**src/hdl/itc_pkg.sv**
```systemverilog
// Constants shared by the interval time counter design
`default_nettype none
package itc_pkg;
	// ==========================================
	// Register addresses
	localparam logic [7:0] ITC_ADDR_CTRL = 8'hA1;
	localparam logic [7:0] ITC_ADDR_FRAC = 8'hA2;
	localparam logic [7:0] ITC_ADDR_SEC = 8'hA3;
	localparam logic [7:0] ITC_ADDR_MIN = 8'hA4;
	localparam logic [7:0] ITC_ADDR_HOUR = 8'hA5;
	localparam logic [7:0] ITC_ADDR_TARGET = 8'hA6;

	// ==========================================
	// Control field positions
	localparam int ITC_BIT_TIME_CLOCK_EN = 0;
	localparam int ITC_BIT_INTERVAL_COUNT_EN = 1;
	localparam int ITC_BIT_FLAG = 2;
	localparam int ITC_BIT_SHOT = 3;
	localparam int ITC_BIT_SEL_LO = 4;
	localparam int ITC_BIT_SEL_HI = 5;

	// ==========================================
	// Reset values
	localparam logic [7:0] ITC_RST_CTRL = 8'h00;
	localparam logic [7:0] ITC_RST_TIME = 8'h00;
	localparam logic [7:0] ITC_RST_TARGET = 8'h00;

	// ==========================================
	// Counter limits
	localparam logic [7:0] ITC_MAX_FRAC = 8'h7F;
	localparam logic [7:0] ITC_MAX_SEC = 8'h3B;
	localparam logic [7:0] ITC_MAX_MIN = 8'h3B;
	localparam logic [7:0] ITC_MAX_HOUR = 8'h17;

	// ==========================================
	// Timing
	localparam int ITC_CLK_NS = 10;
	localparam int ITC_TICK_NS = 7812500;
	localparam int ITC_TICK_CYC = ITC_TICK_NS / ITC_CLK_NS;

	// Interrupt entry address
	localparam logic [15:0] ITC_IRQ_VECTOR = 16'h0053;

	// ==========================================
	// Timebase selection
	typedef enum logic [1:0] {
		ITC_BASE_FRAC = 2'b00,
		ITC_BASE_SEC = 2'b01,
		ITC_BASE_MIN = 2'b10,
		ITC_BASE_HOUR = 2'b11
	} itc_base_e;
endpackage : itc_pkg
`default_nettype wire

```
**src/hdl/itc_tick_div.sv**
```systemverilog
// Divider making the 1/128 second enable pulse
`default_nettype none
module itc_tick_div import itc_pkg::*; #(
	parameter int CYCLES = ITC_TICK_CYC
) (
	input wire logic clk,
	input wire logic rst_n,
	input wire logic run,
	output logic tick
);
	localparam int W = $clog2(CYCLES + 1);
	localparam logic [W-1:0] LAST = W'(CYCLES - 1);

	logic [W-1:0] cnt_q;
	logic [W-1:0] cnt_d;

	// ==========================================
	// Divider
	// Restarts when stopped, so the first tick is a full period away
	always_comb begin
		cnt_d = cnt_q;
		if (!run) begin
			cnt_d = '0;
		end else if (cnt_q == LAST) begin
			cnt_d = '0;
		end else begin
			cnt_d = cnt_q + W'(1);
		end
	end

	always_ff @(posedge clk or negedge rst_n) begin
		if (!rst_n) begin
			cnt_q <= '0;
		end else begin
			cnt_q <= cnt_d;
		end
	end

	assign tick = run && (cnt_q == LAST);
endmodule : itc_tick_div
`default_nettype wire

```
**src/hdl/itc_top.sv**
```systemverilog
// Interval time counter with time-of-day chain and register port
`default_nettype none
// How it works
// - Two select bits pick tick source: 1/128 s, seconds, minutes, hours.
// - Single-shot set: timeout clears interval enable, counter stops.
// - Single-shot clear: counter reloads at timeout and keeps counting.
// - Interval flag set when counter equals target; held until software clears.
// - Interval enable starts counter; clearing it stops and zeroes counter.
// - Time clock enable runs counters; clearing stops them and zeroes time.
// - Time registers writable while time clock enable is low.
// - Set flag raises interrupt request when interval interrupt enabled.
// - Fraction counts 0..127 each 1/128 s, carry into seconds.
// - Seconds count 0..59, carry into minutes.
// - Minutes count 0..59, carry into hours.
// - Hours count 0..23 then wrap, no carry.
// - Target and all four time registers reset to zero.
// - Interval counter advances once per carry into selected register (the tick itself for 1/128 s).
// - Counters run from the oscillator clock and keep running in power-down.
// - In power-down a set enabled flag wakes device at interval vector.
module itc_top import itc_pkg::*; #(
	parameter int TICK_CYCLES = ITC_TICK_CYC
) (
	input wire logic clk,
	input wire logic arst_n,
	input wire logic [7:0] sfr_addr,
	input wire logic sfr_wr,
	input wire logic sfr_rd,
	input wire logic [7:0] sfr_wdata,
	output logic [7:0] sfr_rdata,
	input wire logic irq_enable_prio2,
	input wire logic power_down,
	output logic irq,
	output logic wake,
	output logic [15:0] irq_vector
);
	// ==========================================
	// Helpers
	// One address compare serves every write strobe
	function automatic logic addr_write(
		input logic wr,
		input logic [7:0] addr,
		input logic [7:0] reg_addr
	);
		return wr && (addr == reg_addr);
	endfunction : addr_write

	// Software may only clear the flag; a written one leaves it as it was
	function automatic logic flag_after_write(
		input logic old_flag,
		input logic written
	);
		return old_flag && written;
	endfunction : flag_after_write

	// Interval counter steps on the rollover just below the chosen unit
	function automatic logic pick_advance(
		input itc_base_e sel,
		input logic step_frac,
		input logic step_sec,
		input logic step_min,
		input logic step_hour
	);
		logic step;
		step = 1'b0;
		case (sel)
			ITC_BASE_FRAC: step = step_frac;
			ITC_BASE_SEC: step = step_sec;
			ITC_BASE_MIN: step = step_min;
			ITC_BASE_HOUR: step = step_hour;
			default: step = 1'b0;
		endcase
		return step;
	endfunction : pick_advance

	// Unmapped addresses read as zero
	function automatic logic [7:0] read_mux(
		input logic [7:0] addr,
		input logic [7:0] ctrl_v,
		input logic [7:0] frac_v,
		input logic [7:0] sec_v,
		input logic [7:0] min_v,
		input logic [7:0] hour_v,
		input logic [7:0] target_v
	);
		logic [7:0] val;
		val = 8'h00;
		case (addr)
			ITC_ADDR_CTRL: val = ctrl_v;
			ITC_ADDR_FRAC: val = frac_v;
			ITC_ADDR_SEC: val = sec_v;
			ITC_ADDR_MIN: val = min_v;
			ITC_ADDR_HOUR: val = hour_v;
			ITC_ADDR_TARGET: val = target_v;
			default: val = 8'h00;
		endcase
		return val;
	endfunction : read_mux

	// ==========================================
	// Reset release
	logic rst_meta_q;
	logic rst_n;

	always_ff @(posedge clk or negedge arst_n) begin
		if (!arst_n) begin
			rst_meta_q <= 1'b0;
			rst_n <= 1'b0;
		end else begin
			rst_meta_q <= 1'b1;
			rst_n <= rst_meta_q;
		end
	end

	// ==========================================
	// Register decode
	logic wr_ctrl;
	logic wr_frac;
	logic wr_sec;
	logic wr_min;
	logic wr_hour;
	logic wr_target;

	assign wr_ctrl = addr_write(sfr_wr, sfr_addr, ITC_ADDR_CTRL);
	assign wr_frac = addr_write(sfr_wr, sfr_addr, ITC_ADDR_FRAC);
	assign wr_sec = addr_write(sfr_wr, sfr_addr, ITC_ADDR_SEC);
	assign wr_min = addr_write(sfr_wr, sfr_addr, ITC_ADDR_MIN);
	assign wr_hour = addr_write(sfr_wr, sfr_addr, ITC_ADDR_HOUR);
	assign wr_target = addr_write(sfr_wr, sfr_addr, ITC_ADDR_TARGET);

	// ==========================================
	// Control and target state
	logic [7:0] ctrl_q;
	logic [7:0] ctrl_d;
	logic [7:0] target_q;
	logic [7:0] target_d;
	logic [7:0] icnt_q;
	logic [7:0] icnt_d;
	logic time_clock_en_fall;
	logic time_run;
	logic hit_set;
	logic [7:0] icnt_next;
	logic advance;
	itc_base_e base_sel;

	assign base_sel = itc_base_e'(ctrl_q[ITC_BIT_SEL_HI:ITC_BIT_SEL_LO]);
	// Stopping the time clock zeroes the time chain once, later writes then stick
	assign time_clock_en_fall = wr_ctrl && ctrl_q[ITC_BIT_TIME_CLOCK_EN] && !sfr_wdata[ITC_BIT_TIME_CLOCK_EN];
	assign time_run = ctrl_q[ITC_BIT_TIME_CLOCK_EN];

	// ==========================================
	// Timebase and time chain
	logic tick;
	logic frac_wrap;
	logic sec_wrap;
	logic min_wrap;
	logic ld_frac;
	logic ld_sec;
	logic ld_min;
	logic ld_hour;
	logic [7:0] frac_q;
	logic [7:0] sec_q;
	logic [7:0] min_q;
	logic [7:0] hour_q;

	// Loads only stick while the chain is stopped
	assign ld_frac = wr_frac && !time_run;
	assign ld_sec = wr_sec && !time_run;
	assign ld_min = wr_min && !time_run;
	assign ld_hour = wr_hour && !time_run;

	// One clock domain: the oscillator clock drives both register port and counters,
	// so control bits need no crossing and the chain runs through power-down
	itc_tick_div #(.CYCLES(TICK_CYCLES)) u_div (
		.clk(clk),
		.rst_n(rst_n),
		.run(time_run),
		.tick(tick)
	);

	itc_wrap_cnt #(.MAX(ITC_MAX_FRAC)) u_frac (
		.clk(clk),
		.rst_n(rst_n),
		.clr(time_clock_en_fall),
		.ld(ld_frac),
		.ld_val(sfr_wdata),
		.inc(tick),
		.q(frac_q),
		.wrap(frac_wrap)
	);

	itc_wrap_cnt #(.MAX(ITC_MAX_SEC)) u_sec (
		.clk(clk),
		.rst_n(rst_n),
		.clr(time_clock_en_fall),
		.ld(ld_sec),
		.ld_val(sfr_wdata),
		.inc(frac_wrap),
		.q(sec_q),
		.wrap(sec_wrap)
	);

	itc_wrap_cnt #(.MAX(ITC_MAX_MIN)) u_min (
		.clk(clk),
		.rst_n(rst_n),
		.clr(time_clock_en_fall),
		.ld(ld_min),
		.ld_val(sfr_wdata),
		.inc(sec_wrap),
		.q(min_q),
		.wrap(min_wrap)
	);

	// Hour carry is left open on purpose: the day wraps with no further count
	itc_wrap_cnt #(.MAX(ITC_MAX_HOUR)) u_hour (
		.clk(clk),
		.rst_n(rst_n),
		.clr(time_clock_en_fall),
		.ld(ld_hour),
		.ld_val(sfr_wdata),
		.inc(min_wrap),
		.q(hour_q),
		.wrap()
	);

	// ==========================================
	// Interval tick selection
	assign advance = pick_advance(base_sel, tick, frac_wrap, sec_wrap, min_wrap);

	assign icnt_next = icnt_q + 8'h01;
	// Target 0 matches only after a full 256 tick lap
	assign hit_set = ctrl_q[ITC_BIT_INTERVAL_COUNT_EN] && advance && (icnt_next == target_q);

	// ==========================================
	// Control, target and interval counter next state
	always_comb begin
		ctrl_d = ctrl_q;
		target_d = target_q;
		icnt_d = icnt_q;
		if (wr_ctrl) begin
			// Reserved bits are stored and read back; bit 6 is left to software
			ctrl_d = sfr_wdata;
			// Writing zero clears the flag, writing one leaves it
			ctrl_d[ITC_BIT_FLAG] = flag_after_write(ctrl_q[ITC_BIT_FLAG], sfr_wdata[ITC_BIT_FLAG]);
		end
		if (wr_target) begin
			target_d = sfr_wdata;
		end
		if (ctrl_q[ITC_BIT_INTERVAL_COUNT_EN] && advance) begin
			icnt_d = icnt_next;
		end
		if (hit_set) begin
			ctrl_d[ITC_BIT_FLAG] = 1'b1;
			icnt_d = 8'h00;
			if (ctrl_q[ITC_BIT_SHOT]) begin
				ctrl_d[ITC_BIT_INTERVAL_COUNT_EN] = 1'b0;
			end
		end
		if (!ctrl_d[ITC_BIT_INTERVAL_COUNT_EN]) begin
			icnt_d = 8'h00;
		end
	end

	always_ff @(posedge clk or negedge rst_n) begin
		if (!rst_n) begin
			ctrl_q <= ITC_RST_CTRL;
			target_q <= ITC_RST_TARGET;
			icnt_q <= 8'h00;
		end else begin
			ctrl_q <= ctrl_d;
			target_q <= target_d;
			icnt_q <= icnt_d;
		end
	end

	// ==========================================
	// Read port
	logic [7:0] rdata_q;
	logic [7:0] rdata_d;

	always_comb begin
		rdata_d = rdata_q;
		if (sfr_rd) begin
			rdata_d = read_mux(sfr_addr, ctrl_q, frac_q, sec_q, min_q, hour_q, target_q);
		end
	end

	always_ff @(posedge clk or negedge rst_n) begin
		if (!rst_n) begin
			rdata_q <= 8'h00;
		end else begin
			rdata_q <= rdata_d;
		end
	end

	assign sfr_rdata = rdata_q;

	// ==========================================
	// Interrupt and wake
	assign irq = ctrl_q[ITC_BIT_FLAG] && irq_enable_prio2;
	assign wake = irq && power_down;
	assign irq_vector = ITC_IRQ_VECTOR;
endmodule : itc_top
`default_nettype wire

```
**src/hdl/itc_wrap_cnt.sv**
```systemverilog
// Loadable wrapping time counter with carry out
`default_nettype none
module itc_wrap_cnt import itc_pkg::*; #(
	parameter logic [7:0] MAX = ITC_MAX_SEC
) (
	input wire logic clk,
	input wire logic rst_n,
	input wire logic clr,
	input wire logic ld,
	input wire logic [7:0] ld_val,
	input wire logic inc,
	output logic [7:0] q,
	output logic wrap
);
	logic [7:0] q_q;
	logic [7:0] q_d;

	// ==========================================
	// Count
	// Clear beats load beats increment
	always_comb begin
		q_d = q_q;
		if (clr) begin
			q_d = ITC_RST_TIME;
		end else if (ld) begin
			q_d = ld_val;
		end else if (inc) begin
			q_d = (q_q >= MAX) ? 8'h00 : q_q + 8'h01;
		end
	end

	always_ff @(posedge clk or negedge rst_n) begin
		if (!rst_n) begin
			q_q <= ITC_RST_TIME;
		end else begin
			q_q <= q_d;
		end
	end

	assign q = q_q;
	assign wrap = inc && !clr && !ld && (q_q >= MAX);
endmodule : itc_wrap_cnt
`default_nettype wire

```
**config.mk**
```make
export PLATFORM = sky130hd
export DESIGN_NAME = itc_top
export DESIGN_NICKNAME = d
export VERILOG_FILES = /design/src/hdl/itc_pkg.sv /design/src/hdl/itc_tick_div.sv /design/src/hdl/itc_top.sv /design/src/hdl/itc_wrap_cnt.sv
export SDC_FILE = /design/constraint.sdc
export NUM_CORES = 1
export LEC_CHECK = 0
export BUFFER_PORTS_ARGS = -buffer_cell sky130_fd_sc_hd__buf_4
export CORE_UTILIZATION = 54
export CTS_CLUSTER_SIZE = 16
export DETAILED_ROUTE_END_ITERATION = 8
export PLACE_DENSITY_LB_ADDON = 0.1
export SYNTH_ARGS = -nofsm -noshare
export SYNTH_HDL_FRONTEND = slang
export SYNTH_SLANG_ARGS = --single-unit
```
**constraint.sdc**
```tcl
create_clock -name clk -period 2.4 [get_ports clk]
set_input_delay 0.12 -clock clk [delete_from_list [all_inputs] [get_ports clk]]
set_output_delay 0.12 -clock clk [all_outputs]
set_load 0.01 [all_outputs]
```
Yosys cells after proc, flatten, opt, wreduce, memory -nomap -nowiden:

Index checks and enable logic that the tools add are counted.

* flip-flop bits (word level): 86
* input bits: 22
* output and inout port bits: 26
* logic and storage cells: 100

* add/subtract/negate cells: 6
* magnitude comparators: 4
* eq/ne operators: 12
* muxes and demuxes: 26
* reduce and logical (&&, ||, !) cells: 39

Operator list (count)
* 8-bit two-way mux: 19
* 8-bit equality test (second input constant): 6
* 8-bit one-hot mux with 6 select lines: 1
* 8-bit by 1-bit adder with 8-bit output (second input constant): 5
* 20-bit two-way mux: 2
* 1-bit logical AND: 27
* 20-bit by 1-bit adder with 20-bit output (second input constant): 1
* 20-bit equality test (second input constant): 1
* 8-bit by 6-bit greater-or-equal comparator with 1-bit output (second input constant): 2
* 3-bit nonzero test: 4
* 8-bit equality test: 1
* 8-bit by 5-bit greater-or-equal comparator with 1-bit output (second input constant): 1
* 8-bit by 7-bit greater-or-equal comparator with 1-bit output (second input constant): 1
* 1-bit logical NOT: 6
* 2-bit equality test (second input constant): 2
* 1-bit one-hot mux with 4 select lines: 1
* 3-bit two-way mux: 1
* 3-bit by 1-bit inequality test with 1-bit output (second input constant): 1
* 2-bit by 1-bit equality test with 1-bit output (second input constant): 1
* 2-bit logical NOT: 1
* 2-bit two-way mux: 1
* 2-bit nonzero test: 1
* 1-bit two-way mux: 1

Longest topological paths before layout:

* depth after elaboration: 19
* mapped depth: 9
* gate-level depth less buffers: 7

Cells and area by module:

Synthesis repeated with hierarchy kept, for this count alone.

* cells, all modules: 553
* area, all modules: 5387.7 um2

By module, submodules not included
* itc_top: times used 1, cells each 223, area an instance 2273.4 um2, seq. area each 850.8 um2
* itc_tick_div: times used 1, cells each 110, area an instance 1048.5 um2, seq. area each 500.5 um2
* itc_wrap_cnt (u_min ...): times used 2, cells each 55, area an instance 519.2 um2, seq. area each 200.2 um2
* itc_wrap_cnt (u_frac): times used 1, cells each 60, area an instance 539.3 um2, seq. area each 200.2 um2
* itc_wrap_cnt (u_hour): times used 1, cells each 50, area an instance 488.0 um2, seq. area each 200.2 um2

Worst setup path after synthesis:

Ideal clock, no wire load.

* path kind: register to register
* start point: register u_frac.q_q[0] (netlist: u_frac.q[0])
* end point: register u_hour.q_q[4] (netlist: u_hour.q[4])
* setup time: 0.125 ns
* arrival: 2.170 ns
* required time: 2.275 ns
* slack: 0.104 ns
* stages on the path, launching flop included: 9
* buffers on the path: 1
* period minus slack after synthesis: 2.296 ns
* path through: dfrtp_1 ha_1 and4_1 a31oi_2 nor4b_4 nand3_1 and2_1 buf_4 mux2_4

* longest elaborated chain between the ends: 9

RTL lines
* from (decl): RTL line itc_wrap_cnt.sv:15 `logic [7:0] q_q;`
* from (signal assigned): RTL line itc_wrap_cnt.sv:36 `q_q <= q_d;`
* 8-bit by 7-bit greater-or-equal comparator with 1-bit output: RTL line itc_wrap_cnt.sv:41 `assign wrap = inc && !clr && !ld && (q_q >= MAX);`
* 1-bit logical AND (7 in a row): RTL line itc_wrap_cnt.sv:41
* 3-bit nonzero test (no line)
* to (signal assigned): RTL line itc_wrap_cnt.sv:36
* to (decl): RTL line itc_wrap_cnt.sv:15

Every way passes these cells.
A chain may end at the register's enable or synchronous reset.

Final worst setup path:

* start point: register u_frac.q_q[1] (netlist: u_frac.q[1])
* end point: register icnt_q[1]

* longest elaborated chain between the ends: 13
* elaborated cells between the ends (all ways): 15
* those cells by class: 1 x order compare; 1 x eq/ne; 4 x mux; 9 x reduce/logical

RTL lines
* 8-bit by 7-bit greater-or-equal comparator with 1-bit output *: RTL line itc_wrap_cnt.sv:41
* 1-bit logical AND *: RTL line itc_wrap_cnt.sv:41
* 1-bit logical AND (6 in a row): RTL line itc_wrap_cnt.sv:41
* 1-bit one-hot mux with 4 select lines *: RTL line itc_top.sv:65 `case (sel)`
* 1-bit logical AND *: RTL line itc_top.sv:231, itc_top.sv:248
* 1-bit logical AND: RTL line itc_top.sv:231 `assign hit_set = ctrl_q[ITC_BIT_INTERVAL_COUNT_EN] && advance && (icnt_next == target_q);`
* 2-bit two-way mux / 8-bit two-way mux (equally long branches): RTL line itc_top.sv:251 `if (hit_set) begin`
* 3-bit by 1-bit inequality test with 1-bit output (no line) / 8-bit two-way mux (equally long branches)
* to (signal assigned): RTL line itc_top.sv:271 `icnt_q <= icnt_d;`
* to (decl): RTL line itc_top.sv:136 `logic [7:0] icnt_q;`

Mark *: on every way between the ends. The rest lies on a longest branch, timed or not.

==> run metrics <==
# port buffers 31; EDFF count, synth 0; grt ovf 0; initial antenna violation count 0; Peak VDD IR 0.000338 V; r2r startpoint u_frac.q[1]; Leak 2.60 nW; diode count 0; clock sinks between 80 and 90; Worst Skew 0.00987 ns; CP cell instances ha_2 -> and4_4 -> a31oi_4 -> nor4b_4 -> a31oi_4 -> buf_12 -> or4bb_1 -> a21oi_1; htree depth 3; Hold Crit Start sfr_rd; GP Congestion roughly 0.97; Crit Reg-Reg Endpoint icnt_q[1]; nature of the critical path endpoint flop; Initial Util 0.558; Critical Path RT 2.68 ns; Setup CP Type flop to flop; drt via density approximately 6; worst hold margin 0.0557 ns; CP top delay family simple AND/OR/NAND/NOR gates; hold path depth 2; Final setup viols 0; clk_lat worst skew about 0.36 ns; GRT Total Usage 0.270; Critical Path Fanout Max 6; count of cell types in the netlist 76; area grow syn2layout 18.4%; async set-reset flop share out of synthesis 1.00; Buf+Inv Stages, Crit Path 1; first-pass GRT wire length 20,800 um; HPWL after detailed placement 9390 um; TritonCTS clock tree done; crit-path max cell delay ~0.47 ns; Synth Flop Type dfrtp_1; register area around 2200 um2; power per cell area just over 500 nW/um2; Critical Path Slowest Stage Cell or4bb_1; area occupied by multi-input gates around 2800 um2; fin. max-slew vios 0; Fin. Hold Viols 0; clk root buf clkbuf_8; period utilization 0.969; final wirelength 12,800 um; Longest Clk Path Bufs 2; fin cells 745; Post-Route Setup TNS 0 ns; Post-DRT Antenna Nets 0; vias in the first global route 4,117; CORE AREA 9240 um2; Max-slew headroom 0.583; crit start category flop; DR pass1 iterations 5; maxcap violations 0; share of cells above drive strength 1 0.242; die area 9940 um2; dpl cells slightly above 700; Yosys reg bits 86; I/O pins 48; # fillers 762; worst slew pin tran about 0.62 ns; fin crit period 2.33 ns; Rows 35; CP Launch Point u_frac.q[1]; Hold EP sfr_rdata[7]; largest net degree at the start of global routing 37; status complete, no violations; worst hold path class input port to flop; Reg2Reg Depth 8; clock-pin transition on the worst setup and hold timing paths approximately 0.090 ns; mapped cell area roughly 5200 um2; yosys warns 0; Syn Area/Cell 9.53 um2; CP arrival 2.61 ns; post-synthesis sequential area ratio 0.418; fin nets 640; DRC viols 0; fmax 430 MHz; CTS buffer count 9; reg2reg setup slack 0.07 ns; Syn Inst Count approximately 540; Die H approximately 100 um; DIE WIDTH approximately 100 um; Routed WL per cell 17.2 um; Vias about 4,400; DRT iter0 DRCs 245; most used cell, CP a31oi_4
## per-layer routing
metal  track usage  wire length [um]
met2         0.432              6000
met3        0.0358               830
met4        0.0758               218
met1         0.385              5760
met5             0                 0
## sequential cells by signal, indices dropped and copies added, names as in the netlist
name         count
rst_meta_q       1
u_div.cnt_q     20
icnt_q           8
rst_n            1
u_sec.q          8
u_hour.q         8
u_min.q          8
sfr_rdata        8
u_frac.q         8
target_q         8
ctrl_q           8
## layout by cell type (no fill, tap or decap), drive strengths merged, types with 7 or more instances in the layout
master  netlist  final
xor2         16     16
dfrtp        86     86
o31ai         7      7
mux2         16     16
or3           8      8
and3         11     11
mux2i        10     10
nand4         7      7
a22oi        15     15
a31oi        11     11
o21ai        32     32
nor3         21     21
buf          27     80
a21oi        23     23
ha            7      7
a22o          7      7
inv          13     14
nand2        28     28
clkbuf       11     11
nor2         58     58
nand3        29     29
xnor2        11     11
conb          2     17
a221oi        8      8
## synthesized netlist by cell type, types with 4 or more instances
cell,instances,share of area
dfrtp_1,86,0.42
a211oi_1,6,0.0087
a22oi_1,15,0.022
or3_1,8,0.0097
o21a_1,4,0.0058
nor3_1,20,0.019
a31oi_1,8,0.0097
o31ai_1,7,0.010
inv_1,13,0.0095
nand2b_1,4,0.0049
nand3_1,29,0.028
nand2_1,27,0.020
and4_1,6,0.010
a221oi_1,8,0.014
o21ai_0,31,0.030
xor2_1,16,0.027
and3_1,11,0.013
mux2_2,15,0.033
mux2i_1,10,0.019
clkbuf_1,11,0.0080
or2_2,5,0.0061
and2_1,5,0.0061
buf_2,6,0.0058
xnor2_1,11,0.019
a22o_1,7,0.012
ha_1,7,0.017
nand4_1,7,0.0085
nor2_1,55,0.040
a21oi_1,23,0.022
buf_4,18,0.026
## power breakdown
group / internal (W) / switching [W] / leakage, nW / total, W
Sequential: 0.00150 / 0.0000631 / 1.12 / 0.00156
Combinational: 0.000169 / 0.000192 / 1.36 / 0.000362
Clock: 0.000622 / 0.000539 / 0.113 / 0.00116
## per-stage QoR
stage | total power (W) | utilization | cell area [um2] | setup WS (ns)
4_1_cts | 0.00309 | 0.647 | 5980 | 0.0287
6_report | 0.00308 | 0.660 | 6100 | 0.0747
3_3_place_gp | 0.00192 | 0.620 | 5730 | 0.0265
2_1_floorplan | 0.00179 | - | 5210 | 0.104
5_1_grt | 0.00321 | 0.660 | 6100 | -0.00176
3_5_place_dp | 0.00193 | 0.620 | 5730 | -0.00829
## worst register-to-register path, stage by stage (launching register included)
cell and delay (ns):
dfrtp_1 0.37, ha_2 0.21, and4_4 0.25, a31oi_4 0.11, nor4b_4 0.37, a31oi_4 0.15
buf_12 0.17, or4bb_1 0.47, a21oi_1 0.16
## layout make-up
class | count | area share
multi-input combinational | 419 | 0.465
sequential | 86 | 0.353
timing repair buffer | 82 | 0.109
tap | 129 | 0.0265
clock buffer | 10 | 0.0226
clock inverter | 6 | 0.0154
inverter | 13 | 0.00800
## kinds of logic (layout without fill, tap and decap cells)
group           Yosys count  in the layout  synth area share
simple gates            205            205             0.219
compound gates          136            136             0.185
flops                    86             86             0.418
buf+inv                  51            111            0.0546
xor+xnor                 28             28            0.0503
mux                      26             26            0.0551
fa+ha+maj                 7              7            0.0170
other cells               2             17           0.00146
## worst max path at each step
stage / end / cells past startpoint
after CTS: icnt_q[4] / 9
after floorplan: u_hour.q[4] / 8
after detailed placement: icnt_q[4] / 7
after global routing: icnt_q[4] / 8
final: icnt_q[1] / 8
after global placement: icnt_q[4] / 7
## what timing repair did
item | 4_1_cts | 5_1_grt
gates cloned | 0 | 1
endpoints found under the hold margin | 2 | 0
endpoints found under the setup margin | 1 | 12
gates resized for setup | 0 | 18
buffers inserted | 1 | 4
hold buffers | 1 | 0
pin swaps | 1 | 10
(Power assumes the default switching activity.)
